**config.mk**
```make
export PLATFORM = sky130hd
export DESIGN_NAME = flash_rewrite_protect_control
export DESIGN_NICKNAME = d
export VERILOG_FILES = /design/src/flash_protect_pkg.sv /design/src/flash_rewrite_protect_control.sv
export VERILOG_INCLUDE_DIRS = /design/src
export SDC_FILE = /design/constraint.sdc
export NUM_CORES = 1
export LEC_CHECK = 0
export BUFFER_PORTS_ARGS = -buffer_cell sky130_fd_sc_hd__buf_2
export CORE_MARGIN = 8
export CORE_UTILIZATION = 44
export DETAILED_ROUTE_END_ITERATION = 10
export GPL_TIMING_DRIVEN = 0
export PLACE_DENSITY = 0.85
export SETUP_SLACK_MARGIN = 0.05
export SLEW_MARGIN = 0
export SYNTH_ARGS = -nofsm -noshare
export SYNTH_HDL_FRONTEND = slang
export SYNTH_SLANG_ARGS = --single-unit
```
**constraint.sdc**
```tcl
create_clock -name pclk -period 4.5 [get_ports pclk]
set_input_delay 0.45 -clock pclk [delete_from_list [all_inputs] [get_ports pclk]]
set_output_delay 0.45 -clock pclk [all_outputs]
set_load 0.01 [all_outputs]
```
**src/flash_protect_defines.svh**
```systemverilog
// Constants for the flash rewrite-protection control block.
// Assumes a 32-bit APB slave port; register byte address is four times the index.
`ifndef FLASH_PROTECT_DEFINES_SVH
`define FLASH_PROTECT_DEFINES_SVH

`define IDX_MAIN_CONTROL 10'h1b4
`define IDX_PROTECT_CONTROL 10'h1b5
`define MAIN_RESET 8'h00
`define PROTECT_RESET 8'h00
`define ENABLE_BIT 1
`define STOP_BIT 3
`define ABORT_BIT 4
`define BYPASS_BIT 3
`define INHIBIT_LSB 4
`define INHIBIT_MSB 7
`define READ_ZERO_32 32'h0000_0000

`endif

```
**src/flash_protect_pkg.sv**
```systemverilog
// Types shared by the flash rewrite-protection block.
// Assumes the command sequencer runs on the same clock as the APB.
`default_nettype none
package flash_protect_pkg;

	// Command presented by the sequencer for an acceptance decision
	typedef struct packed {
		logic valid;
		logic erase;
		logic data_flash;
		logic [1:0] block;
	} cmd_req_t;

	// Completion and exception events from the sequencer, one-cycle pulses
	typedef struct packed {
		logic program_done;
		logic erase_done;
		logic seq_error;
		logic suspend_enter;
		logic [1:0] erase_block;
	} seq_event_t;

	typedef enum logic [2:0] {
		ST_IDLE = 3'b001,
		ST_WAIT = 3'b010,
		ST_DONE = 3'b100
	} apb_state_t;

endpackage
`default_nettype wire

```
**src/flash_rewrite_protect_control.sv**
```systemverilog
// Flash rewrite-protection control: lock bypass, data-flash block inhibits and the
// rewrite enable / stop / abort bits, behind an APB slave.
// Assumes sequencer inputs are synchronous to pclk and event inputs are one-cycle pulses.
//
// Our own choice: the APB slave port.
`timescale 1ns/1ps
`default_nettype none
`include "flash_protect_defines.svh"

module flash_rewrite_protect_control #(
	parameter bit REDUCED_VARIANT = 1'b0
) (
	input wire logic pclk,
	input wire logic presetn,
	input wire logic psel,
	input wire logic penable,
	input wire logic pwrite,
	input wire logic [11:0] paddr,
	input wire logic [31:0] pwdata,
	output logic [31:0] prdata,
	output logic pready,
	output logic pslverr,
	input wire flash_protect_pkg::cmd_req_t cmd_req,
	input wire flash_protect_pkg::seq_event_t seq_event,
	output logic cmd_accept,
	output logic cmd_refused,
	output logic lock_bypass_select,
	output logic [3:0] block_rewrite_inhibit,
	output logic cpu_rewrite_enable,
	output logic flash_stop,
	output logic sequence_abort,
	output logic lock_release,
	output logic [1:0] lock_release_block
);

	// ****************************************************************
	// APB handshake
	// ****************************************************************
	flash_protect_pkg::apb_state_t state;
	logic access_done;
	logic wr_done;
	logic hit_main;
	logic hit_prot;

	assign hit_main = paddr[11:2] == `IDX_MAIN_CONTROL;
	assign hit_prot = paddr[11:2] == `IDX_PROTECT_CONTROL;
	assign access_done = psel & penable & pready;
	assign wr_done = access_done & pwrite;

	// One wait state: pready rises in the second access cycle
	always_ff @(posedge pclk or negedge presetn) begin
		if (!presetn) begin
			state <= flash_protect_pkg::ST_IDLE;
		end else begin
			unique case (state)
				flash_protect_pkg::ST_IDLE: begin
					if (psel & penable)
						state <= flash_protect_pkg::ST_WAIT;
				end
				flash_protect_pkg::ST_WAIT: begin
					state <= flash_protect_pkg::ST_DONE;
				end
				flash_protect_pkg::ST_DONE: begin
					state <= flash_protect_pkg::ST_IDLE;
				end
				default: begin
					state <= flash_protect_pkg::ST_IDLE;
				end
			endcase
		end
	end

	always_ff @(posedge pclk or negedge presetn) begin
		if (!presetn) begin
			pready <= 1'b0;
		end else begin
			pready <= (state == flash_protect_pkg::ST_IDLE) & psel & penable;
		end
	end

	// ****************************************************************
	// Write-pair arming
	// ****************************************************************
	// A protected transition needs the opposite value written by the previous
	// transfer; any intervening transfer, even to another address, disarms it.
	logic prot_wr;
	logic main_wr;
	logic arm_bypass;
	logic arm_enable;
	logic [3:0] arm_inhibit;

	assign prot_wr = wr_done & hit_prot;
	assign main_wr = wr_done & hit_main;

	always_ff @(posedge pclk or negedge presetn) begin
		if (!presetn) begin
			arm_bypass <= 1'b0;
			arm_enable <= 1'b0;
			arm_inhibit <= 4'h0;
		end else if (access_done) begin
			arm_bypass <= prot_wr & ~pwdata[`BYPASS_BIT];
			arm_enable <= main_wr & ~pwdata[`ENABLE_BIT];
			arm_inhibit <= {4{prot_wr}} & pwdata[`INHIBIT_MSB:`INHIBIT_LSB];
		end
	end

	// ****************************************************************
	// Main control: rewrite enable, stop, abort
	// ****************************************************************
	logic disable_wr;
	logic stop_set_wr;
	logic abort_wr;

	assign disable_wr = main_wr & ~pwdata[`ENABLE_BIT];
	// Stop and abort act only while rewriting is enabled
	assign stop_set_wr = main_wr & pwdata[`STOP_BIT] & cpu_rewrite_enable;
	assign abort_wr = main_wr & pwdata[`ABORT_BIT] & cpu_rewrite_enable;

	always_ff @(posedge pclk or negedge presetn) begin
		if (!presetn) begin
			cpu_rewrite_enable <= 1'(`MAIN_RESET >> `ENABLE_BIT);
			flash_stop <= 1'(`MAIN_RESET >> `STOP_BIT);
		end else if (main_wr) begin
			cpu_rewrite_enable <= pwdata[`ENABLE_BIT] & (arm_enable | cpu_rewrite_enable);
			if (cpu_rewrite_enable)
				flash_stop <= pwdata[`STOP_BIT];
		end
	end

	// Abort is a pulse; the bit itself always reads as zero
	always_ff @(posedge pclk or negedge presetn) begin
		if (!presetn) begin
			sequence_abort <= 1'b0;
		end else begin
			sequence_abort <= abort_wr;
		end
	end

	// ****************************************************************
	// Lock bypass select
	// ****************************************************************
	logic bypass_clear;

	assign bypass_clear = seq_event.program_done | seq_event.erase_done
		| seq_event.seq_error | seq_event.suspend_enter
		| disable_wr | stop_set_wr | abort_wr;

	// Hardware clears win over a software set in the same cycle, so a set can
	// never survive the end of the operation it was meant for.
	always_ff @(posedge pclk or negedge presetn) begin
		if (!presetn) begin
			lock_bypass_select <= 1'(`PROTECT_RESET >> `BYPASS_BIT);
		end else if (bypass_clear) begin
			lock_bypass_select <= 1'b0;
		end else if (prot_wr) begin
			// Only this software path ever sets the bit
			lock_bypass_select <= pwdata[`BYPASS_BIT] & (arm_bypass | lock_bypass_select);
		end
	end

	// ****************************************************************
	// Data-flash block inhibits
	// ****************************************************************
	genvar gi;
	generate
		for (gi = 0; gi < 4; gi++) begin : g_inhibit
			always_ff @(posedge pclk or negedge presetn) begin
				if (!presetn) begin
					block_rewrite_inhibit[gi] <= 1'b0;
				end else if (REDUCED_VARIANT || disable_wr) begin
					block_rewrite_inhibit[gi] <= 1'b0;
				end else if (prot_wr) begin
					// Setting is free; clearing needs a 1 written just before
					block_rewrite_inhibit[gi] <= pwdata[`INHIBIT_LSB + gi]
						| (block_rewrite_inhibit[gi] & ~arm_inhibit[gi]);
				end
			end
		end
	endgenerate

	// ****************************************************************
	// Command acceptance and lock release
	// ****************************************************************
	logic blocked;

	assign blocked = cmd_req.data_flash & block_rewrite_inhibit[cmd_req.block];

	// A refusal raises no error; the sequencer just sees cmd_refused
	always_ff @(posedge pclk or negedge presetn) begin
		if (!presetn) begin
			cmd_accept <= 1'b0;
			cmd_refused <= 1'b0;
		end else begin
			cmd_accept <= cmd_req.valid & cpu_rewrite_enable & ~flash_stop & ~blocked;
			cmd_refused <= cmd_req.valid & ~(cpu_rewrite_enable & ~flash_stop & ~blocked);
		end
	end

	// Lock bits live in the flash array; this only requests an unlock there.
	always_ff @(posedge pclk or negedge presetn) begin
		if (!presetn) begin
			lock_release <= 1'b0;
			lock_release_block <= 2'h0;
		end else begin
			lock_release <= seq_event.erase_done & lock_bypass_select;
			if (seq_event.erase_done)
				lock_release_block <= seq_event.erase_block;
		end
	end

	// ****************************************************************
	// Read data
	// ****************************************************************
	always_ff @(posedge pclk or negedge presetn) begin
		if (!presetn) begin
			prdata <= `READ_ZERO_32;
			pslverr <= 1'b0;
		end else if ((state == flash_protect_pkg::ST_IDLE) & psel & penable) begin
			prdata <= `READ_ZERO_32;
			pslverr <= ~(hit_main | hit_prot);
			if (hit_prot & ~pwrite)
				prdata[`INHIBIT_MSB:`BYPASS_BIT] <= {block_rewrite_inhibit, lock_bypass_select};
			if (hit_main & ~pwrite) begin
				prdata[`ENABLE_BIT] <= cpu_rewrite_enable;
				prdata[`STOP_BIT] <= flash_stop;
			end
		end else begin
			pslverr <= 1'b0;
		end
	end
endmodule
`default_nettype wire

```
==> impl_metrics.yaml, run 1 <==
status:
  status: "finished clean"
floorplan:
  dieArea_sq_um: 5570
  rows: 21
  effective_utilization_at_floorplan: 0.457
  die-width_um: 74.6
  fp.dieH_um: 74.6
  ioPinCount: 107
  placeableCoreArea_sq_um: 3310
layout:
  final_design_area_no_fill_sq_um: 1960
  synthToLayoutAreaGrowth_pct: 29.6
  layout.nets: 289
  layout.cells.non_filler: 275
  post-route-util: 0.591
  mostFrequentLayoutCells: "sky130_fd_sc_hd__buf_2 (51), sky130_fd_sc_hd__dfrtp_1 (29), sky130_fd_sc_hd__buf_4 (27), sky130_fd_sc_hd__conb_1 (26), sky130_fd_sc_hd__nand2_1 (19)"
  antennaDiodeCount: 0
  layout-drive-gt1-share: 0.397
  mostFrequentLayoutCell: "sky130_fd_sc_hd__buf_2"
power:
  sequential_group_share_of_total_power: 0.557
  swShare: 0.258
  power.density_nw_per_um2: 254
  power.clock.fraction: 0.294
  total_leakage_power_uw: 0.00106
  internal_power_uw: 369
  power.ir.vdd_worst_mv: 0.125
  p_comb_frac: 0.149
  power.switching_uw: 129
global_routing:
  grt_start_max_net_pins: 31
  grt_first_pass_wirelength_um: 5660
  antenna_found_initial: 0
  globalRoute.totalOverflow: 0
  groute.usage.overall: 0.135
  grt_pass1_vias: 1229
setup_path:
  timing.critical_path.fanout_max: 5
  critPathMaxStageDelay_ns: 0.77
  worst_path_arrival_time_ns: 2.03
  cp.required_ns: 4.77
  path_class: "primary input to register"
  timing.critical_path.to_type: "register"
  crit_path_start_kind: "primary input"
  cpMaxStageDelayCell: "sky130_fd_sc_hd__nor4_1"
  number_of_cells_traversed_by_the_worst_register_to_register_path: 3
  crit_chain: "buf_2, or3b_1, nor4_1, and4b_1"
logic_synthesis:
  synth_compound_gate_area_share: 0.123
  synth_top_family_by_area: "simple AND/OR/NAND/NOR gates"
  synth-xor-area-share: 0
  synthAdderAreaFrac: 0
  ys_async_sr_fraction: 1.00
  ys.warnings.count: 0
  synth_area_per_cell_sq_um: 10.3
  synth_enable_flop_cells: 0
  synthMuxAreaShare: 0.0364
  synth-simple-area-share: 0.184
  syn_inst: 147
  synth.distinct_cells: 36
  yosys_register_bits: 30
  synthesis.area_sq_um: 1510
  synth.yosys.seq_area_share: 0.498
  ys_dominant_reg_cell: "sky130_fd_sc_hd__dfrtp_1"
placed_design:
  placer_congestion_estimate: 0.782
  detailed_place.area_sq_um: 1910
  placement.setup.worst_slack_ns: 2.39
  portBuffers: 50
  placedCellCount: 268
  hpwlAfterDp_um: 2980
sta:
  timing.clock.skew_ns: 0.00658
  layout_worst_path_cycle_share: 0.392
  fin_tns_setup_ns: 0
  max_slew.worst_pin.slew_ns: 0.871
  maxClockFrequency_mhz: 567
  period_minus_slack_ns: 1.76
  slew_headroom: 0.414
  maxSlewViolCount: 0
  fin_ws_ns: 2.74
  finalSetupViolCount: 0
  grt_setup_unrepaired: "false"
  fin_hold_viols: 0
cts:
  cts_setup_buffers: 0
  level_count_of_the_clock_h_tree: 2
  worstSkewPairLatency_ns: 0.33
  cts-buffers-inserted: 5
  clockBufferDepth: 2
  cts-hold-fix-buffers: 0
  clkTransAtPathRegs_ns: 0.09
  tritoncts: "built"
  cts_sinks: 30
  cts_repair_resize_count: 0
  clockRootBuffer: "sky130_fd_sc_hd__clkbuf_4"
min_path:
  holdCritPathClass: "primary input to asynchronous set/reset pin"
routing:
  wl_um: 3710
  highest_layer: "met4"
  wl_met3_um: 332
  drt-met1-wl_um: 1470
  route.vias.total: 1260
  route.met2.wl_um: 1850
  drc: 0
  avgViaCountPerCell: 4.58
  detail_route.iter0.violations: 52
  route.detailed.wl_per_inst_um: 13.5
  drt_pre_antenna_iters: 4
  remaining_number_of_nets_flagged_by_the_antenna_check_after_routing: 0
job:
  drv.max_cap_violation_count: 0
-- worst max-delay path: cells and delay by family --
family / cells / cell delay, ns
buffers and inverters: 1 / 0.09
AND/OR/NAND/NOR: 3 / 1.49
-- cells by family (layout without fill, tap and decap cells) --
kind of cell / Yosys count / in the layout
muxes: 4 / 4
other: 1 / 26
DFF: 30 / 30
buffers and inverters: 34 / 91
and+or+nand+nor: 51 / 51
AOI/OAI and AO/OA: 27 / 27
-- registers in the layout, indices dropped and copies added (netlist names), 2 cells and up --
| signal | flops |
|---|---|
| state | 3 |
| lock_release_block | 2 |
| block_rewrite_inhibit | 4 |
| arm_inhibit | 4 |
| prdata | 6 |
-- final timing paths --
kind	slack, ns	startpoint	to
worst max-delay path	2.74	paddr[3]	sequence_abort$_DFF_PN0_
min in group pclk	0.35	seq_event[1]	lock_release_block[1]$_DFFE_PN0P_
worst min-delay path	0.14	presetn	prdata[4]$_DFFE_PN0P_
worst max register to register	2.82	pready$_DFF_PN0_	sequence_abort$_DFF_PN0_
worst min register to register	0.47	state[2]$_DFFE_PN0P_	state[2]$_DFFE_PN0P_
max in group asynchronous	3.93	presetn	cmd_accept$_DFF_PN0_
-- cells in the mapped netlist (4+ instances only) --
cell,number,area share
sky130_fd_sc_hd__nand2_1,19,0.047
sky130_fd_sc_hd__a22o_1,5,0.029
sky130_fd_sc_hd__dfrtp_1,29,0.48
sky130_fd_sc_hd__buf_4,27,0.13
sky130_fd_sc_hd__inv_1,4,0.0099
sky130_fd_sc_hd__a31oi_1,4,0.017
sky130_fd_sc_hd__o21ai_0,10,0.033
sky130_fd_sc_hd__nor2_1,9,0.022
-- per-stage QoR --
stage / hold slack (ns) / total power, uW
3_3_place_gp: 0.427 / 355
3_5_place_dp: 0.447 / 356
2_1_floorplan: 0.154 / 329
4_1_cts: 0.150 / 501
6_report: 0.140 / 498
5_1_grt: 0.172 / 522
-- power groups by stage --
stage	sequential, uW	clock, uW	combinational [uW]
final	277	146	74.2
after global routing	278	162	82.3
after CTS	277	150	73.2
after detailed placement	283	0	73.2
after global placement	283	0	72.2
after floorplan	285	0	44.0
-- area by class of cell --
type / instances / area [sq um]
Inverter: 4 / 15.0
Clock buffer: 7 / 45.0
Tap cell: 46 / 57.6
Timing Repair Buffer: 50 / 250
Multi-Input combinational cell: 108 / 616
Buffer: 30 / 223
Fill cell: 322 / 1350
Sequential cell: 30 / 752
-- layer usage --
| metal | track usage | vias up |
|---|---|---|
| met3 | 0.0519 | 6 |
| li1 | - | 623 |
| met5 | 0 | - |
| met2 | 0.216 | 42 |
| met1 | 0.153 | 589 |
| met4 | 0.0696 | 0 |
Power figures use the tool's default switching activity.
==> run 2, diff against run 1 <==
CORE_UTILIZATION = 41   (was 44)
PLACE_DENSITY = 0.8   (was 0.85)
clock period = 1.8 ns   (was 4.5 ns; I/O delays follow)
==> impl_metrics.yaml, run 2 (same netlist as run 1, synthesis figures left out) <==
placed_design:
  detailed_place.area_sq_um: 1920
  portBuffers: 50
  hpwlAfterDp_um: 2920
  placedCellCount: 270
  placer_congestion_estimate: 0.808
floorplan:
  placeableCoreArea_sq_um: 3610
  dieArea_sq_um: 5890
  effective_utilization_at_floorplan: 0.419
  die-width_um: 76.7
  rows: 22
  ioPinCount: 107
  fp.dieH_um: 76.7
sta:
  timing.clock.skew_ns: 0.00626
  fin_worst_hold_slack_ns: 0.130
  period_minus_slack_ns: 1.72
  fin_tns_setup_ns: 0
  grt_setup_unrepaired: "false"
  finalSetupViolCount: 0
  maxClockFrequency_mhz: 582
  slew_headroom: 0.407
  max_slew.worst_pin.slew_ns: 0.881
  maxSlewViolCount: 0
  layout_worst_path_cycle_share: 0.955
  fin_hold_viols: 0
layout:
  final_design_area_no_fill_sq_um: 2030
  mostFrequentLayoutCells: "sky130_fd_sc_hd__buf_2 (51), sky130_fd_sc_hd__dfrtp_1 (29), sky130_fd_sc_hd__buf_4 (27), sky130_fd_sc_hd__conb_1 (26), sky130_fd_sc_hd__nand2_1 (19)"
  synthToLayoutAreaGrowth_pct: 34.6
  top_register: "prdata"
  antennaDiodeCount: 0
  post-route-util: 0.564
  layout-drive-gt1-share: 0.407
  layout.cells.non_filler: 279
  max_ffs_per_register: 6
  layout.nets: 290
  mostFrequentLayoutCell: "sky130_fd_sc_hd__buf_2"
  largestRegisters: "prdata: 6 flops, arm_inhibit: 4 flops, block_rewrite_inhibit: 4 flops"
power:
  total_leakage_power_uw: 0.00110
  swShare: 0.232
  p_comb_frac: 0.121
  internal_power_uw: 1190
  power.density_nw_per_um2: 758
  power.switching_uw: 358
  power.ir.vdd_worst_mv: 0.517
  sequential_group_share_of_total_power: 0.450
  power.clock.fraction: 0.428
cts:
  clkTransAtPathRegs_ns: 0.07
  tritoncts: "built"
  level_count_of_the_clock_h_tree: 2
  clockBufferDepth: 2
  cts_setup_buffers: 0
  clockRootBuffer: "sky130_fd_sc_hd__clkbuf_8"
  cts_sinks: 30
  cts-buffers-inserted: 5
  worstSkewPairLatency_ns: 0.28
setup_path:
  crit_chain: "nand4_1, nor4_1, and4b_1"
  critPathMaxStageDelay_ns: 0.78
  cpMaxStageDelayCell: "sky130_fd_sc_hd__nor4_1"
  cp.required_ns: 2.01
  worst_path_arrival_time_ns: 1.93
  timing.critical_path.to_type: "register"
  crit_path_start_kind: "register"
  timing.critical_path.fanout_max: 5
  path_class: "register to register"
routing:
  drc: 0
  route.detailed.wl_per_inst_um: 13.1
  detail_route.iter0.violations: 32
  route.vias.total: 1258
  remaining_number_of_nets_flagged_by_the_antenna_check_after_routing: 0
  drt_pre_antenna_iters: 5
  wl_um: 3650
  avgViaCountPerCell: 4.51
job:
  drv.max_cap_violation_count: 0
global_routing:
  antenna_found_initial: 0
  groute.usage.overall: 0.121
  grt_first_pass_wirelength_um: 5800
  globalRoute.totalOverflow: 0
  grt_start_max_net_pins: 31
  grt_pass1_vias: 1256
min_path:
  holdCritPathClass: "primary input to register"
status:
  status: "finished clean"
==> run 2: cell types whose count changed in the layout (fill, tap and decap cells not counted) <==
cell / change
sky130_fd_sc_hd__clkbuf_4: -5
sky130_fd_sc_hd__clkbuf_8: +5
sky130_fd_sc_hd__clkbuf_1: -2
sky130_fd_sc_hd__clkinv_2: +2
sky130_fd_sc_hd__bufinv_16: +1
sky130_fd_sc_hd__dlygate4sd3_1: +1
==> run 2: power groups by stage <==
stage	clock network, uW	registers (uW)	logic, uW
after floorplan	0	712	110
after global placement	0	707	180
after detailed placement	0	707	183
after CTS	672	695	186
after global routing	703	696	206
final	661	695	187
==> run 2: what timing repair did <==
action | CTS | global route
gates resized for setup | 0 | 0
hold buffers | 1 | 0
hold endpoints to repair | 29 | 0
==> run 2: layout make-up <==
cell class | count | area, sq um
Inverter | 4 | 15.0
Multi-Input combinational cell | 108 | 616
Clock inverter | 3 | 40.0
Clock buffer | 5 | 68.8
Tap cell | 48 | 60.1
Buffer | 30 | 223
Fill cell | 332 | 1570
Sequential cell | 30 | 752
Timing Repair Buffer | 51 | 260
==> run 2: stage by stage <==
stage	total power (uW)	setup slack, ns
floorplan	822	0.225
global placement	887	-0.0253
detailed placement	891	-0.0259
CTS	1550	0.110
global route	1610	0.0513
finish	1540	0.0818
==> run 2: final timing paths <==
check                                     start                        to  slack (ns)  cells past startpoint
max in group asynchronous               presetn  sequence_abort$_DFF_PN0_        0.91                      2
hold reg to reg            state[2]$_DFFE_PN0P_      state[2]$_DFFE_PN0P_        0.44                      1
hold / removal                       cmd_req[4]      cmd_accept$_DFF_PN0_        0.13                      2
min in group asynchronous               presetn     prdata[4]$_DFFE_PN0P_        0.46                      2
setup reg to reg               pready$_DFF_PN0_  sequence_abort$_DFF_PN0_        0.08                      3
setup / recovery               pready$_DFF_PN0_  sequence_abort$_DFF_PN0_        0.08                      3
==> run 2: worst max-delay path: cells and delay by family (launching register included) <==
family	cells	cell delay (ns)
DFF	1	0.36
and+or+nand+nor	3	1.28
==> run 2: routing by layer <==
layer / global-route usage / up-vias / wire (um) / share of wire
met3: 0.0653 / 4 / 342 / 0.094
li1: - / 626 / - / -
met4: 0.0346 / 0 / 33 / 0.0090
met5: 0 / - / 0 / 0
met1: 0.131 / 569 / 1520 / 0.42
met2: 0.199 / 59 / 1750 / 0.48
